<file path="config.mk">
export PLATFORM = sky130hd
export DESIGN_NAME = fss_fault_status
export DESIGN_NICKNAME = d
export VERILOG_FILES = /design/src/fss_pkg.sv /design/src/fss_fault_status.sv
export SDC_FILE = /design/constraint.sdc
export NUM_CORES = 1
export LEC_CHECK = 0
export ABC_CLOCK_PERIOD_IN_PS = 1600
export BUFFER_PORTS_ARGS = -buffer_cell sky130_fd_sc_hd__buf_2
export CORE_ASPECT_RATIO = 0.9
export CORE_MARGIN = 2
export CORE_UTILIZATION = 29
export DETAILED_ROUTE_END_ITERATION = 12
export GPL_ROUTABILITY_DRIVEN = 1
export HOLD_SLACK_MARGIN = 0.06
export PLACE_DENSITY_LB_ADDON = 0.3
export SKIP_CTS_REPAIR_TIMING = 1
export SYNTH_ARGS = -nofsm -noshare
export SYNTH_HDL_FRONTEND = slang
export SYNTH_SLANG_ARGS = --single-unit
export TNS_END_PERCENT = 30
</file>
<file path="constraint.sdc">
create_clock -name pclk -period 1.6 [get_ports pclk]
set_input_delay 0.16 -clock pclk [delete_from_list [all_inputs] [get_ports pclk]]
set_output_delay 0.16 -clock pclk [all_outputs]
set_load 0.02 [all_outputs]
</file>
<file path="src/fss_pkg.sv">
// fault summary status package: offsets, bit positions, source bundle
// assumes a 32-bit apb register bus with byte addresses
package fss_pkg;

  localparam int FSS_ADDR_W = 12;
  localparam int FSS_DATA_W = 32;
  localparam int FSS_STAT_W = 16;

  // byte addresses on apb
  localparam logic [11:0] FSS_STATUS_OFS = 12'h080;
  localparam logic [11:0] FSS_CTRL_OFS = 12'h084;

  // status word layout
  localparam int FSS_BUFFER_ERROR_SUMMARY_BIT = 0;
  localparam int FSS_OSC_BIT = 2;
  localparam int FSS_WDG_BIT = 3;
  localparam int FSS_OT_BIT = 4;
  localparam logic [15:0] FSS_STATUS_RST = 16'h0000;

  // control word layout
  localparam int FSS_DIRECT_BIT = 0;

  // flags owned by this register (set by hardware, cleared by software)
  localparam int FSS_N_OWNED = 2;

  typedef struct packed {
    logic [3:0] external_temp_fault;
    logic gp_input2_temp_fault;
    logic gp_input1_temp_fault;
    logic internal_temp_fault_flag;
    logic buffer_overflow_flag;
    logic buffer_underflow_flag;
    logic osc_fault_event;
    logic watchdog_timeout_event;
  } fss_fault_src_t;

  typedef enum logic [0:0] {
    FSS_WR_CLEAR = 1'b0,
    FSS_WR_DIRECT = 1'b1
  } fss_wr_mode_t;

endpackage : fss_pkg

</file>
<file path="src/fss_fault_status.sv">
// fault summary status register with apb slave
// assumes fault sources are synchronous to pclk and held by their owners
// assumes one apb master, no other writer of the status bits
// unmapped offsets answer with an error and drop any write
//
// Function
// buffer error is overflow OR underflow
// writes never touch buffer error bit
// oscillator fault sets oscillator flag
// write one at bit 2 clears oscillator
// watchdog timeout sets watchdog flag
// write one at bit 3 clears watchdog
// direct write may force flags to one
// over-temperature is OR of seven sources
// over-temperature follows sources, writes ignored
// all bits zero after reset, fixed layout
// fault condition whenever any bit set
`timescale 1ns/1ns

module fss_fault_status
  import fss_pkg::*;
#(
  parameter int ADDR_W = FSS_ADDR_W
)
(
  input wire logic pclk,
  input wire logic presetn,
  input wire logic psel,
  input wire logic penable,
  input wire logic pwrite,
  input wire logic [ADDR_W-1:0] paddr,
  input wire logic [FSS_DATA_W-1:0] pwdata,
  output logic pready,
  output logic [FSS_DATA_W-1:0] prdata,
  output logic pslverr,
  input wire fss_fault_src_t fault_src,
  output logic fault_condition
);

  ////////////////////////////////////////////////////////////////////////////
  // decode

  function automatic logic fss_hit(
    input logic [ADDR_W-1:0] addr,
    input logic [11:0] ofs
  );
    fss_hit = (addr == ADDR_W'(ofs));
  endfunction : fss_hit

  logic pready_reg;
  logic pready_next;
  logic [FSS_DATA_W-1:0] prdata_reg;
  logic [FSS_DATA_W-1:0] prdata_next;
  logic pslverr_reg;
  logic pslverr_next;
  logic fault_reg;
  logic fault_next;
  fss_wr_mode_t mode_reg;
  fss_wr_mode_t mode_next;
  logic buffer_error_summary_reg;
  logic buffer_error_summary_next;
  logic ot_reg;
  logic ot_next;
  logic [FSS_N_OWNED-1:0] owned_reg;
  logic [FSS_N_OWNED-1:0] owned_next;

  wire logic access = psel & penable;
  wire logic done = access & pready_reg;
  wire logic hit_status = fss_hit(paddr, FSS_STATUS_OFS);
  wire logic hit_ctrl = fss_hit(paddr, FSS_CTRL_OFS);
  wire logic mapped = hit_status | hit_ctrl;
  wire logic wr_status = done & pwrite & hit_status;
  wire logic wr_ctrl = done & pwrite & hit_ctrl;

  ////////////////////////////////////////////////////////////////////////////
  // bus phase: one wait state keeps every bus output straight from a flop

  typedef enum logic [1:0] {
    FSS_PH_IDLE = 2'b00,
    FSS_PH_SETUP = 2'b01,
    FSS_PH_ANSWER = 2'b10
  } fss_bus_phase_t;

  fss_bus_phase_t phase_reg;
  fss_bus_phase_t phase_next;

  wire logic in_setup = psel & ~penable;

  always_comb
  begin
    phase_next = FSS_PH_IDLE;
    case (phase_reg)
      FSS_PH_IDLE:
      begin
        if (access)
        begin
          phase_next = FSS_PH_ANSWER;
        end
        else if (in_setup)
        begin
          phase_next = FSS_PH_SETUP;
        end
      end
      FSS_PH_SETUP:
      begin
        if (access)
        begin
          phase_next = FSS_PH_ANSWER;
        end
        else if (in_setup)
        begin
          phase_next = FSS_PH_SETUP;
        end
      end
      FSS_PH_ANSWER:
      begin
        // a new setup may follow the answer at once
        if (in_setup)
        begin
          phase_next = FSS_PH_SETUP;
        end
      end
      default:
      begin
        phase_next = FSS_PH_IDLE;
      end
    endcase
  end

  // a skipped setup cycle is tolerated: any access gets its answer
  wire logic answer_next = (phase_next == FSS_PH_ANSWER);

  assign pready_next = answer_next;
  assign pslverr_next = answer_next & ~mapped;

  ////////////////////////////////////////////////////////////////////////////
  // owned flags: hardware set beats any clearing write

  wire logic [FSS_N_OWNED-1:0] owned_evt = {
    fault_src.watchdog_timeout_event,
    fault_src.osc_fault_event
  };

  genvar gi;
  generate
    for (gi = 0; gi < FSS_N_OWNED; gi++)
    begin : g_owned
      localparam int POS = (gi == 0) ? FSS_OSC_BIT : FSS_WDG_BIT;
      wire logic wbit = pwdata[POS];
      wire logic direct = (mode_reg == FSS_WR_DIRECT);
      wire logic kept = owned_reg[gi] & ~wbit;
      wire logic after_wr = direct ? wbit : kept;
      wire logic hw_set = owned_evt[gi];
      wire logic held = wr_status ? after_wr : owned_reg[gi];
      // set wins over a clearing write in the same cycle
      assign owned_next[gi] = hw_set | held;
    end
  endgenerate

  ////////////////////////////////////////////////////////////////////////////
  // summary bits: pure ORs, no write path at all

  wire logic [1:0] buf_src = {
    fault_src.buffer_overflow_flag,
    fault_src.buffer_underflow_flag
  };
  wire logic [6:0] temp_src = {
    fault_src.external_temp_fault,
    fault_src.gp_input2_temp_fault,
    fault_src.gp_input1_temp_fault,
    fault_src.internal_temp_fault_flag
  };

  assign buffer_error_summary_next = |buf_src;
  assign ot_next = |temp_src;

  // direct mode is one-shot: armed by control, spent by next status write
  wire fss_wr_mode_t mode_wr = fss_wr_mode_t'(pwdata[FSS_DIRECT_BIT]);
  wire fss_wr_mode_t mode_hold = wr_status ? FSS_WR_CLEAR : mode_reg;

  assign mode_next = wr_ctrl ? mode_wr : mode_hold;

  ////////////////////////////////////////////////////////////////////////////
  // status word and read mux

  function automatic logic [FSS_STAT_W-1:0] fss_pack(
    input logic buffer_error_summary,
    input logic osc,
    input logic wdg,
    input logic ot
  );
    logic [FSS_STAT_W-1:0] w;
    w = FSS_STATUS_RST;
    w[FSS_BUFFER_ERROR_SUMMARY_BIT] = buffer_error_summary;
    w[FSS_OSC_BIT] = osc;
    w[FSS_WDG_BIT] = wdg;
    w[FSS_OT_BIT] = ot;
    fss_pack = w;
  endfunction : fss_pack

  wire logic [FSS_STAT_W-1:0] status_now =
    fss_pack(buffer_error_summary_reg, owned_reg[0], owned_reg[1], ot_reg);
  wire logic [FSS_STAT_W-1:0] status_upd =
    fss_pack(buffer_error_summary_next, owned_next[0], owned_next[1], ot_next);
  wire logic [FSS_DATA_W-1:0] ctrl_word =
    FSS_DATA_W'(mode_reg == FSS_WR_DIRECT) << FSS_DIRECT_BIT;

  ////////////////////////////////////////////////////////////////////////////
  // read path

  wire logic rd_answer = pready_next & ~pwrite;
  wire logic [FSS_DATA_W-1:0] status_word = FSS_DATA_W'(status_now);
  wire logic [FSS_DATA_W-1:0] rd_word = hit_status ? status_word
    : hit_ctrl ? ctrl_word : '0;

  // idle lines stay zero so stale status never lingers on the bus
  assign prdata_next = rd_answer ? rd_word : '0;

  // registered so the flag lines up with the status bits it summarises
  assign fault_next = |status_upd;

  ////////////////////////////////////////////////////////////////////////////
  // bus flops

  always_ff @(posedge pclk or negedge presetn)
  begin
    if (!presetn)
    begin
      phase_reg <= FSS_PH_IDLE;
    end
    else
    begin
      phase_reg <= phase_next;
    end
  end

  always_ff @(posedge pclk or negedge presetn)
  begin
    if (!presetn)
    begin
      pready_reg <= 1'b0;
    end
    else
    begin
      pready_reg <= pready_next;
    end
  end

  always_ff @(posedge pclk or negedge presetn)
  begin
    if (!presetn)
    begin
      prdata_reg <= '0;
    end
    else
    begin
      prdata_reg <= prdata_next;
    end
  end

  always_ff @(posedge pclk or negedge presetn)
  begin
    if (!presetn)
    begin
      pslverr_reg <= 1'b0;
    end
    else
    begin
      pslverr_reg <= pslverr_next;
    end
  end

  ////////////////////////////////////////////////////////////////////////////
  // flag flops: set by hardware, cleared by software

  always_ff @(posedge pclk or negedge presetn)
  begin
    if (!presetn)
    begin
      owned_reg <= '0;
    end
    else
    begin
      owned_reg <= owned_next;
    end
  end

  always_ff @(posedge pclk or negedge presetn)
  begin
    if (!presetn)
    begin
      mode_reg <= FSS_WR_CLEAR;
    end
    else
    begin
      mode_reg <= mode_next;
    end
  end

  ////////////////////////////////////////////////////////////////////////////
  // summary flops: one edge behind their sources

  always_ff @(posedge pclk or negedge presetn)
  begin
    if (!presetn)
    begin
      buffer_error_summary_reg <= 1'b0;
    end
    else
    begin
      buffer_error_summary_reg <= buffer_error_summary_next;
    end
  end

  always_ff @(posedge pclk or negedge presetn)
  begin
    if (!presetn)
    begin
      ot_reg <= 1'b0;
    end
    else
    begin
      ot_reg <= ot_next;
    end
  end

  always_ff @(posedge pclk or negedge presetn)
  begin
    if (!presetn)
    begin
      fault_reg <= 1'b0;
    end
    else
    begin
      fault_reg <= fault_next;
    end
  end

  ////////////////////////////////////////////////////////////////////////////
  // outputs straight from flops

  assign pready = pready_reg;
  assign prdata = prdata_reg;
  assign pslverr = pslverr_reg;
  assign fault_condition = fault_reg;

endmodule : fss_fault_status

</file>
# Word-level counts from Yosys, hierarchy flattened
# Cells that the tools add are included.
# classes
n_mux,12
n_reduce_logical,6
n_eq_ne,5
bitwise_logic,18
# op_table
op,count
12-bit by 8-bit equality test with 1-bit output (second input constant),2
11-bit OR reduction,1
1-bit bitwise AND,10
5-bit two-way mux,2
1-bit two-way mux,8
7-bit OR reduction,1
1-bit NOT,5
2-bit equality test (second input constant),2
2-bit one-hot mux with 2 select lines,1
2-bit OR reduction,2
1-bit bitwise OR,3
2-bit by 1-bit equality test with 1-bit output (second input constant),1
2-bit logical NOT,1
2-bit two-way mux,1
2-bit nonzero test,1
# word_totals
wordCells,50
register_bits,15

# Depth between registers and ports, before layout
# Gate-level depths: netlist of the first run.
# depth
word_depth,8
ltp_mapped,5

# Least setup slack after synthesis of the first run
# OpenSTA, ideal clock, no wires.
# synth_timing
kind,register -> register
from,"register pready_reg, in the netlist pready"
to,"register fault_reg, in the netlist fault_condition"
slack_ps,-68
n_path_buf,0
path_stages_with_launch,6
t_arrival_ps,1529
setup_ps,138
t_required_ps,1462
path_cell_list,dfrtp_1 -> and4_1 -> nand4_2 -> o21ai_1 -> o211ai_1 -> or4_1
# synth_between
elab_chain_cells,6
elab_cells_between_ends,8
cone_classes,mux: 2; bitwise: 5; reduce/logical: 1
# synth_rtl
element,line_no,text
start: declaration,fss_fault_status.sv:50,logic pready_reg;
start signal: assignment,fss_fault_status.sv:245,pready_reg <= pready_next;
1-bit bitwise AND,fss_fault_status.sv:68,wire logic done = access & pready_reg;
1-bit bitwise AND (2 in a row),fss_fault_status.sv:72,wire logic wr_status = done & pwrite & hit_status;
1-bit two-way mux,fss_fault_status.sv:154,wire logic held = wr_status ? after_wr : owned_reg[gi];
1-bit bitwise OR,fss_fault_status.sv:156,assign owned_next[gi] = hw_set | held;
via owned_next[1],fss_fault_status.sv:65,logic [FSS_N_OWNED-1:0] owned_next;
11-bit OR reduction,fss_fault_status.sv:220,assign fault_next = |status_upd;
via fault_next,fss_fault_status.sv:57,logic fault_next;
end signal: assignment,fss_fault_status.sv:335,fault_reg <= fault_next;
end: declaration,fss_fault_status.sv:56,logic fault_reg;
# The timed path passes the listed nets, and every way through them passes these cells.
# A chain may end at the register's enable or synchronous reset.

# Worst setup path after layout of the first run
# Ends and elaborated chain as after synthesis.

==> flow_metrics.py, run 1 <==
metrics = {
    "finish": {
        "syn_to_final_growth_pct": 25.20,
        "drive_gt1_frac": 0.4113,
        "antenna_cells": 0,
        "fill_cells": 249,
        "final_cells": 152,
        "largest_register_ff_count": 4,
        "nets": 185,
        "postLayoutCoreUtil": 0.3888,
    },
    "worst_setup_path": {
        "critPathLaunch": "pready",
        "end_kind": "flip-flop",
        "cp_data_arrival_time_ps": 1720,
        "r2r-start": "pready",
        "critical_path.cell_chain": "and4_4 -> nand4_4 -> o21ai_2 -> o211ai_1 -> or4_1",
        "cpPeakStageDelay_ps": 510,
        "crit_family": "simple AND/OR/NAND/NOR gates",
        "worst_setup_path_start_kind": "flip-flop",
        "required_ps": 1750,
        "crit_slowest_cell": "or4_1",
        "critical_path_class": "flip-flop to flip-flop",
        "cp_max_fo": 3,
        "cp_num_buf_inv": 0,
    },
    "pwr": {
        "pwr-share-seq": 0.499,
        "p_leak_nw": 0.5399,
        "switchingPower_mw": 0.1985,
        "p_int_mw": 0.4725,
        "vdd_drop_max_v": 0.0001901,
        "p_comb_frac": 0.209,
        "clkPwrFrac": 0.292,
        "power_density_nw_per_um2": 687.5,
        "sw_frac_of_total": 0.2958,
    },
    "die": {
        "coreArea_um2": 2510,
        "die_x_um": 58.65,
        "initial_core_util": 0.3106,
        "rows": 17,
        "die_y_um": 53.19,
        "io_pins": 95,
        "die_area_um2": 3119,
    },
    "global_routing": {
        "grt_pass1_vias": 519,
        "gr-total-overflow": 0,
        "grt_max_degree": 14,
        "grtUsageTotal": 0.08874,
        "antenna_found_initial": 0,
        "grt_first_pass_wirelength_um": 1987,
    },
    "sta": {
        "slew_headroom": 0.6504,
        "post-route-min-period_ps": 1570,
        "timing.hold.ws_ps": 98.85,
        "finalSetupViolCount": 0,
        "fmax_ghz": 0.6371,
        "finalCritPeriodShare": 0.9810,
        "finalHoldViolations": 0,
        "setup_tns_ps": 0,
        "drv_slew": 0,
        "rsz0062_at_grt": "yes",
        "fin_skew_ps": 4.509,
        "worst_pin_slew_ps": 519.7,
    },
    "logic_synthesis": {
        "synth-edff-count": 0,
        "synthCells": 79,
        "syn-cell-area_um2": 779.5,
        "async_reset_ff_frac": 1.000,
        "ys.flop_type": "dfrtp_1",
        "yosysMostFrequentCell": "buf_4",
        "synth_area_per_cell_um2": 9.867,
        "ys_warn_count": 0,
        "ys_ff_latch": 13,
        "yosys-top-cells-count": "buf_4, dfrtp_1, nand2_1, nor2_1, inv_1",
        "yosysSeqAreaShare": 0.4173,
        "yosys.area.top_type": "dfrtp_1",
        "synth_cell_types": 22,
        "synth_top_area_frac": 0.4173,
        "synth_area_leaders": "dfrtp_1, buf_4, nor4b_4, nor4_4, and2_1",
    },
    "place": {
        "port_buffers": 37,
        "dp_cells": 147,
        "hpwl_um": 1239,
        "place_congestion": 0.6958,
    },
    "cts": {
        "path_clk_slew_ps": 80,
        "clk_latency_ps": 270,
        "clock_path_buffers": 2,
        "cts_tree": "done",
        "root_buffer": "clkbuf_4",
        "cts.sink_count": 13,
        "numCtsBuffers": 3,
        "ctsHtreeMaxLevel": 1,
    },
    "routing": {
        "wirelength_um": 1418,
        "wl_per_cell_um": 9.329,
        "drc_errors": 4,
        "vias": 612,
        "drt_iter0_drc": 21,
        "first_pass_iters": 8,
        "final_antenna_net_count": 0,
        "viasPerCell": 4.026,
    },
    "run_status": {
        "status": "finished, violations left",
        "violations": "DRC",
    },
    "job": {
        "drv_cap": 0,
    },
    "min_path": {
        "min-delay-start": "fault_src[2]",
        "min_path_type": "primary input to flip-flop",
    },
}
==> per-layer routing <==
metal / wire length, µm / GRT usage / up-vias
met5: 0 / 0 / -
met4: 0 / 0.04545 / 0
met3: 234 / 0.02934 / 0
met2: 692 / 0.1704 / 53
met1: 490 / 0.08346 / 258
li1: - / - / 301
==> cell type report <==
class	instances	area [µm²]	share of cell area
Multi-Input combinational cell	61	349.1	0.3577
Tap cell	28	35.03	0.03590
Clock buffer	4	26.28	0.02692
Timing Repair Buffer	42	225.2	0.2308
Inverter	4	15.01	0.01538
Sequential cell	13	325.3	0.3333
==> cells by family after synthesis <==
kind of cell	count (synthesis)	synth area share
buffers and inverters	32	0.2889
and+or+nand+nor	26	0.2295
DFF	13	0.4173
AOI/OAI and AO/OA	6	0.04654
muxes	1	0.01284
other	1	0.004811
==> power by group through the flow <==
stage	sequential (mW)	clock (mW)	combinational, mW
after floorplan	0.345	0	0.126
after global placement	0.342	0	0.133
after detailed placement	0.341	0	0.136
after CTS	0.335	0.206	0.137
after global routing	0.336	0.230	0.152
final	0.335	0.196	0.140
==> path summary, 6_finish.rpt <==
kind / end / slack [ps] / depth (start not counted)
setup / recovery: fault_condition / 30 / 5
hold / removal: buffer_error_summary_reg / 100 / 2
setup reg to reg: fault_condition / 30 / 5
hold reg to reg: prdata[4] / 460 / 1
max in group asynchronous: pready / 1080 / 2
min in group asynchronous: prdata[3] / 300 / 2
==> worst register-to-register path: stages, from the launching register on <==
cell and delay, ps:
dfrtp_1 340, and4_4 220, nand4_4 130, o21ai_2 140, o211ai_1 120, or4_1 510
==> per-stage QoR <==
step	setup slack (ps)	total power [mW]	cell area [µm²]
after floorplan	-47.72	0.4714	880.8
after detailed placement	-192.6	0.4778	920.9
after global placement	-152.6	0.4750	920.9
after CTS	-18.89	0.6779	947.2
after global routing	-44.99	0.7179	975.9
final	30.41	0.6710	975.9
==> cell usage in the layout (no fill, tap or decap), drive strengths merged <==
cell type / synthesis / final
clkbuf: 0 / 4
nand4: 3 / 3
nand3b: 1 / 1
and2: 3 / 3
nor4: 3 / 3
nand2: 5 / 5
nor4b: 1 / 1
nor2: 5 / 5
o211ai: 2 / 2
o21ai: 3 / 3
a31oi: 1 / 1
buf: 28 / 41
dlygate4sd3: 0 / 1
or4: 1 / 1
dfrtp: 13 / 13
or2: 1 / 1
nor3: 2 / 2
mux2i: 1 / 1
and4: 1 / 1
conb: 1 / 28
inv: 4 / 4
No activity file was read; power rests on OpenSTA's default activity.
==> run 2: changes to the inputs <==
Settings changed: CORE_ASPECT_RATIO 0.9 to unset.
==> flow_metrics.py, run 2 (synthesized netlist as in run 1, its figures left out) <==
metrics = {
    "worst_setup_path": {
        "cpPeakStageDelay_ps": 500,
        "critical_path.cell_chain": "and4_4 -> nand4_4 -> o21ai_2 -> o211ai_1 -> or4_1",
        "required_ps": 1750,
        "crit_slowest_cell": "or4_1",
        "worst_setup_path_start_kind": "flip-flop",
        "r2r-start": "pready",
        "critical_path_class": "flip-flop to flip-flop",
        "end_kind": "flip-flop",
        "crit_cells": 5,
        "crit_family": "simple AND/OR/NAND/NOR gates",
        "r2r_cells": 5,
        "cp-endpoint": "fault_condition",
        "critPathLaunch": "pready",
        "cp_num_buf_inv": 0,
        "r2r_end": "fault_condition",
        "rrSetupSlack_ps": 20,
        "cp_data_arrival_time_ps": 1730,
        "cp_max_fo": 3,
    },
    "routing": {
        "first_pass_iters": 3,
        "vias": 612,
        "drc_errors": 0,
        "top_layer": "met3",
        "wl_per_cell_um": 9.312,
        "viasPerCell": 3.974,
        "final_antenna_net_count": 0,
        "wirelength_um": 1434,
        "drt_iter0_drc": 6,
        "dr_wl_met2_um": 706,
        "dr_wl_met3_um": 206,
        "drt-met1-wl_um": 521,
    },
    "place": {
        "pre_cts_slack_ps": -116.7,
        "hpwl_um": 1234,
        "port_buffers": 37,
        "place_congestion": 0.6913,
        "place_area_um2": 923.4,
    },
    "die": {
        "coreArea_um2": 2522,
        "rows": 18,
        "die_x_um": 55.85,
        "initial_core_util": 0.3090,
        "io_pins": 95,
        "die_y_um": 55.85,
        "die_area_um2": 3119,
    },
    "cts": {
        "numCtsBuffers": 3,
        "cts_tree": "done",
        "cts.sink_count": 13,
        "clk_latency_ps": 270,
        "path_clk_slew_ps": 80,
        "ctsHtreeMaxLevel": 1,
        "clock_path_buffers": 2,
        "root_buffer": "clkbuf_4",
    },
    "finish": {
        "drive_gt1_frac": 0.4032,
        "final_common_cell": "buf_2",
        "layout_common_cells": "buf_2, conb_1, dfrtp_1, nor2_1, nand2_1",
        "largest_register_ff_count": 4,
        "nets": 185,
        "syn_to_final_growth_pct": 25.04,
        "stdcell_area_um2": 974.7,
        "antenna_cells": 0,
    },
    "pwr": {
        "p_leak_nw": 0.5380,
        "power_density_nw_per_um2": 691.6,
        "clkPwrFrac": 0.295,
        "sw_frac_of_total": 0.2989,
        "vdd_drop_max_v": 0.0004436,
        "switchingPower_mw": 0.2015,
        "p_comb_frac": 0.208,
        "pwr-share-seq": 0.497,
        "p_int_mw": 0.4726,
    },
    "sta": {
        "post-route-min-period_ps": 1583,
        "postLayoutSetupSlackWorst_ps": 16.65,
        "drv_slew": 0,
        "finalSetupViolCount": 0,
        "fmax_ghz": 0.6316,
        "rsz0062_at_grt": "yes",
        "finalCritPeriodShare": 0.9896,
        "fin_skew_ps": 2.313,
        "finalHoldViolations": 0,
        "slew_headroom": 0.6674,
        "worst_pin_slew_ps": 494.3,
    },
    "global_routing": {
        "grt_max_degree": 14,
        "grt_pass1_vias": 559,
        "grtUsageTotal": 0.09320,
        "gr-total-overflow": 0,
        "antenna_found_initial": 0,
        "grt_first_pass_wirelength_um": 2228,
    },
    "run_status": {
        "status": "finished, final reports clean",
    },
    "min_path": {
        "min_path_type": "primary input to flip-flop",
    },
    "job": {
        "drv_cap": 0,
    },
}
run 2: changes by cell type in the layout (fill, tap and decap cells not counted):
cell,before,now
o21ai_1,1,2
o21ai_2,2,1
run 2: power by group through the flow:
stage	Combinational (mW)	Clock, mW	Sequential (mW)
3_5_place_dp	0.136	0	0.342
5_1_grt	0.153	0.225	0.336
6_report	0.140	0.199	0.335
3_3_place_gp	0.134	0	0.342
2_1_floorplan	0.126	0	0.345
4_1_cts	0.137	0.213	0.335
run 2: through the flow:
stage | cells | hold WS [ps] | util | power (mW) | TNS (ps)
after floorplan | 106 | -135.6 | - | 0.4714 | -47.72
after global placement | 149 | 50.02 | 0.3661 | 0.4758 | -83.85
after detailed placement | 149 | 59.18 | 0.3661 | 0.4781 | -116.7
after CTS | 153 | -247.8 | 0.3765 | 0.6851 | -9.072
after global routing | 154 | 87.98 | 0.3864 | 0.7136 | -72.79
final | 154 | 92.17 | 0.3864 | 0.6741 | 0
run 2: worst min-delay path by stage:
| stage | start | to | slack (ps) | cells after the start |
|---|---|---|---|---|
| finish | fault_src[2] | buffer_error_summary_reg | 90 | 2 |
| global route | fault_src[2] | buffer_error_summary_reg | 90 | 2 |
| detailed placement | presetn | prdata[0] | 60 | 1 |
| CTS | presetn | prdata[2] | -250 | 1 |
| global placement | presetn | pslverr | 50 | 1 |
| floorplan | presetn | buffer_error_summary_reg | -140 | 0 |
run 2: metal layers:
layer / up-vias / GRT usage
met5: - / 0
met4: 0 / 0.05102
met3: 0 / 0.03721
met2: 44 / 0.1599
met1: 270 / 0.09682
li1: 298 / -
run 2: worst register-to-register path, stage by stage (launching register included):
cell and delay (ps):
dfrtp_1 340, and4_4 230, nand4_4 110, o21ai_2 160, o211ai_1 110, or4_1 500
run 2: area by class of cell:
type	instances	area, µm²
flip-flops and latches	13	325.3
repair buffers	42	225.2
multi-input cells	61	345.3
inverters	4	15.01
clock buffers	4	26.28
well taps	30	37.54
fillers	259	1548
==> run 3: changes to the inputs <==
Settings changed: ABC_CLOCK_PERIOD_IN_PS 1600 to 2029, CAP_MARGIN set to 15, CORE_UTILIZATION 29 to 34.
Clock period 1.6 ns to 2.03 ns, I/O delays scaled along.
==> flow_metrics.py, run 3 (synthesized netlist as in run 1, its figures left out) <==
metrics = {
    "global_routing": {
        "grt_pass1_vias": 539,
        "antenna_found_initial": 0,
        "grtUsageTotal": 0.1098,
        "gr-total-overflow": 0,
        "grt_max_degree": 14,
        "grt_first_pass_wirelength_um": 2152,
    },
    "sta": {
        "post-route-min-period_ps": 1731,
        "setup_tns_ps": 0,
        "finalCritPeriodShare": 0.8525,
        "rsz0062_at_grt": "no",
        "postLayoutSetupSlackWorst_ps": 299.4,
        "finalSetupViolCount": 0,
        "finalHoldViolations": 0,
        "fmax_ghz": 0.5778,
        "drv_slew": 0,
        "fin_skew_ps": 2.424,
    },
    "pwr": {
        "power_density_nw_per_um2": 560.8,
        "p_leak_nw": 0.5111,
        "vdd_drop_max_v": 0.0002040,
    },
    "worst_setup_path": {
        "end_kind": "flip-flop",
        "critical_path_class": "flip-flop to flip-flop",
        "required_ps": 2170,
        "cp_data_arrival_time_ps": 1870,
        "crit_slowest_cell": "or4_1",
        "worst_setup_path_start_kind": "flip-flop",
        "cp_num_buf_inv": 0,
        "cpPeakStageDelay_ps": 470,
        "crit_family": "simple AND/OR/NAND/NOR gates",
        "critical_path.cell_chain": "and4_1 -> nand4_2 -> o21ai_0 -> o211ai_1 -> or4_1",
        "cp_max_fo": 4,
    },
    "cts": {
        "path_clk_slew_ps": 70,
        "cts.sink_count": 13,
        "cts_tree": "done",
        "clk_latency_ps": 260,
        "root_buffer": "clkbuf_4",
        "numCtsBuffers": 3,
        "ctsHtreeMaxLevel": 1,
        "clock_path_buffers": 2,
    },
    "die": {
        "io_pins": 95,
        "coreArea_um2": 2191,
        "die_y_um": 51.88,
        "die_x_um": 51.88,
        "die_area_um2": 2692,
        "rows": 17,
        "initial_core_util": 0.3558,
    },
    "finish": {
        "layout_common_cells": "buf_2, conb_1, dfrtp_1, nor2_1, nand2_1",
        "final_common_cell": "buf_2",
        "antenna_cells": 0,
        "postLayoutCoreUtil": 0.4232,
        "largest_register_ff_count": 4,
        "syn_to_final_growth_pct": 18.94,
        "drive_gt1_frac": 0.3667,
        "nets": 181,
    },
    "routing": {
        "wirelength_um": 1331,
        "drc_errors": 0,
        "drt_iter0_drc": 1,
        "viasPerCell": 4.061,
        "wl_per_cell_um": 8.993,
        "final_antenna_net_count": 0,
        "first_pass_iters": 3,
        "vias": 601,
    },
    "min_path": {
        "min_path_type": "primary input to flip-flop",
    },
    "place": {
        "pre_cts_slack_ps": 186.9,
        "hpwl_um": 1160,
        "port_buffers": 37,
        "place_congestion": 0.7337,
    },
    "job": {
        "drv_cap": 0,
    },
    "run_status": {
        "status": "finished, final reports clean",
    },
}
## run 3: final cells by class
type,instances,area [µm²]
Fill cell,227,1264
Multi-Input combinational cell,61,330.3
Sequential cell,13,325.3
Timing Repair Buffer,38,195.2
Tap cell,28,35.03
Clock buffer,4,26.28
Inverter,4,15.01
## run 3: through the flow
step	hold slack [ps]	area, µm²	total power [mW]	instances
after floorplan	-92.59	880.8	0.3715	106
after global placement	93.88	890.9	0.3719	143
after global routing	124.3	927.1	0.5579	148
after CTS	-200.5	917.1	0.5282	147
final	137.1	927.1	0.5199	148
after detailed placement	94.74	890.9	0.3736	143
## run 3: routing by layer
layer  track usage  share of wire  vias up
li1              -              -      291
met3       0.03161           0.12        4
met5             0              0        -
met2        0.1941           0.50       39
met1        0.1058           0.35      267
met4       0.08333          0.020        0
## run 3: power by group
part           switching [mW]  internal [mW]  leakage [nW]  total, mW
clock network          0.0739         0.0760        0.0150      0.150
registers             0.00127          0.263         0.155      0.264
logic                  0.0750         0.0308         0.342      0.106
total                   0.150          0.370         0.511      0.520
## run 3: final timing paths
check                           cells past startpoint                        to  slack [ps]    startpoint
worst max-delay path                                5           fault_condition         300        pready
worst min-delay path                                2  buffer_error_summary_reg         140  fault_src[2]
worst max register to register                      5           fault_condition         300        pready
worst min register to register                      1                 prdata[4]         460        ot_reg
max in group asynchronous                           2              owned_reg[1]        1480       presetn
min in group asynchronous                           2                   pslverr         340       presetn
## run 3: worst reg2reg max path, delay by kind of cell (launching register included)
| family | cells | cell delay [ps] |
|---|---|---|
| flip-flops | 1 | 350 |
| AO/OA/AOI/OAI | 2 | 370 |
| AND/OR/NAND/NOR | 3 | 880 |
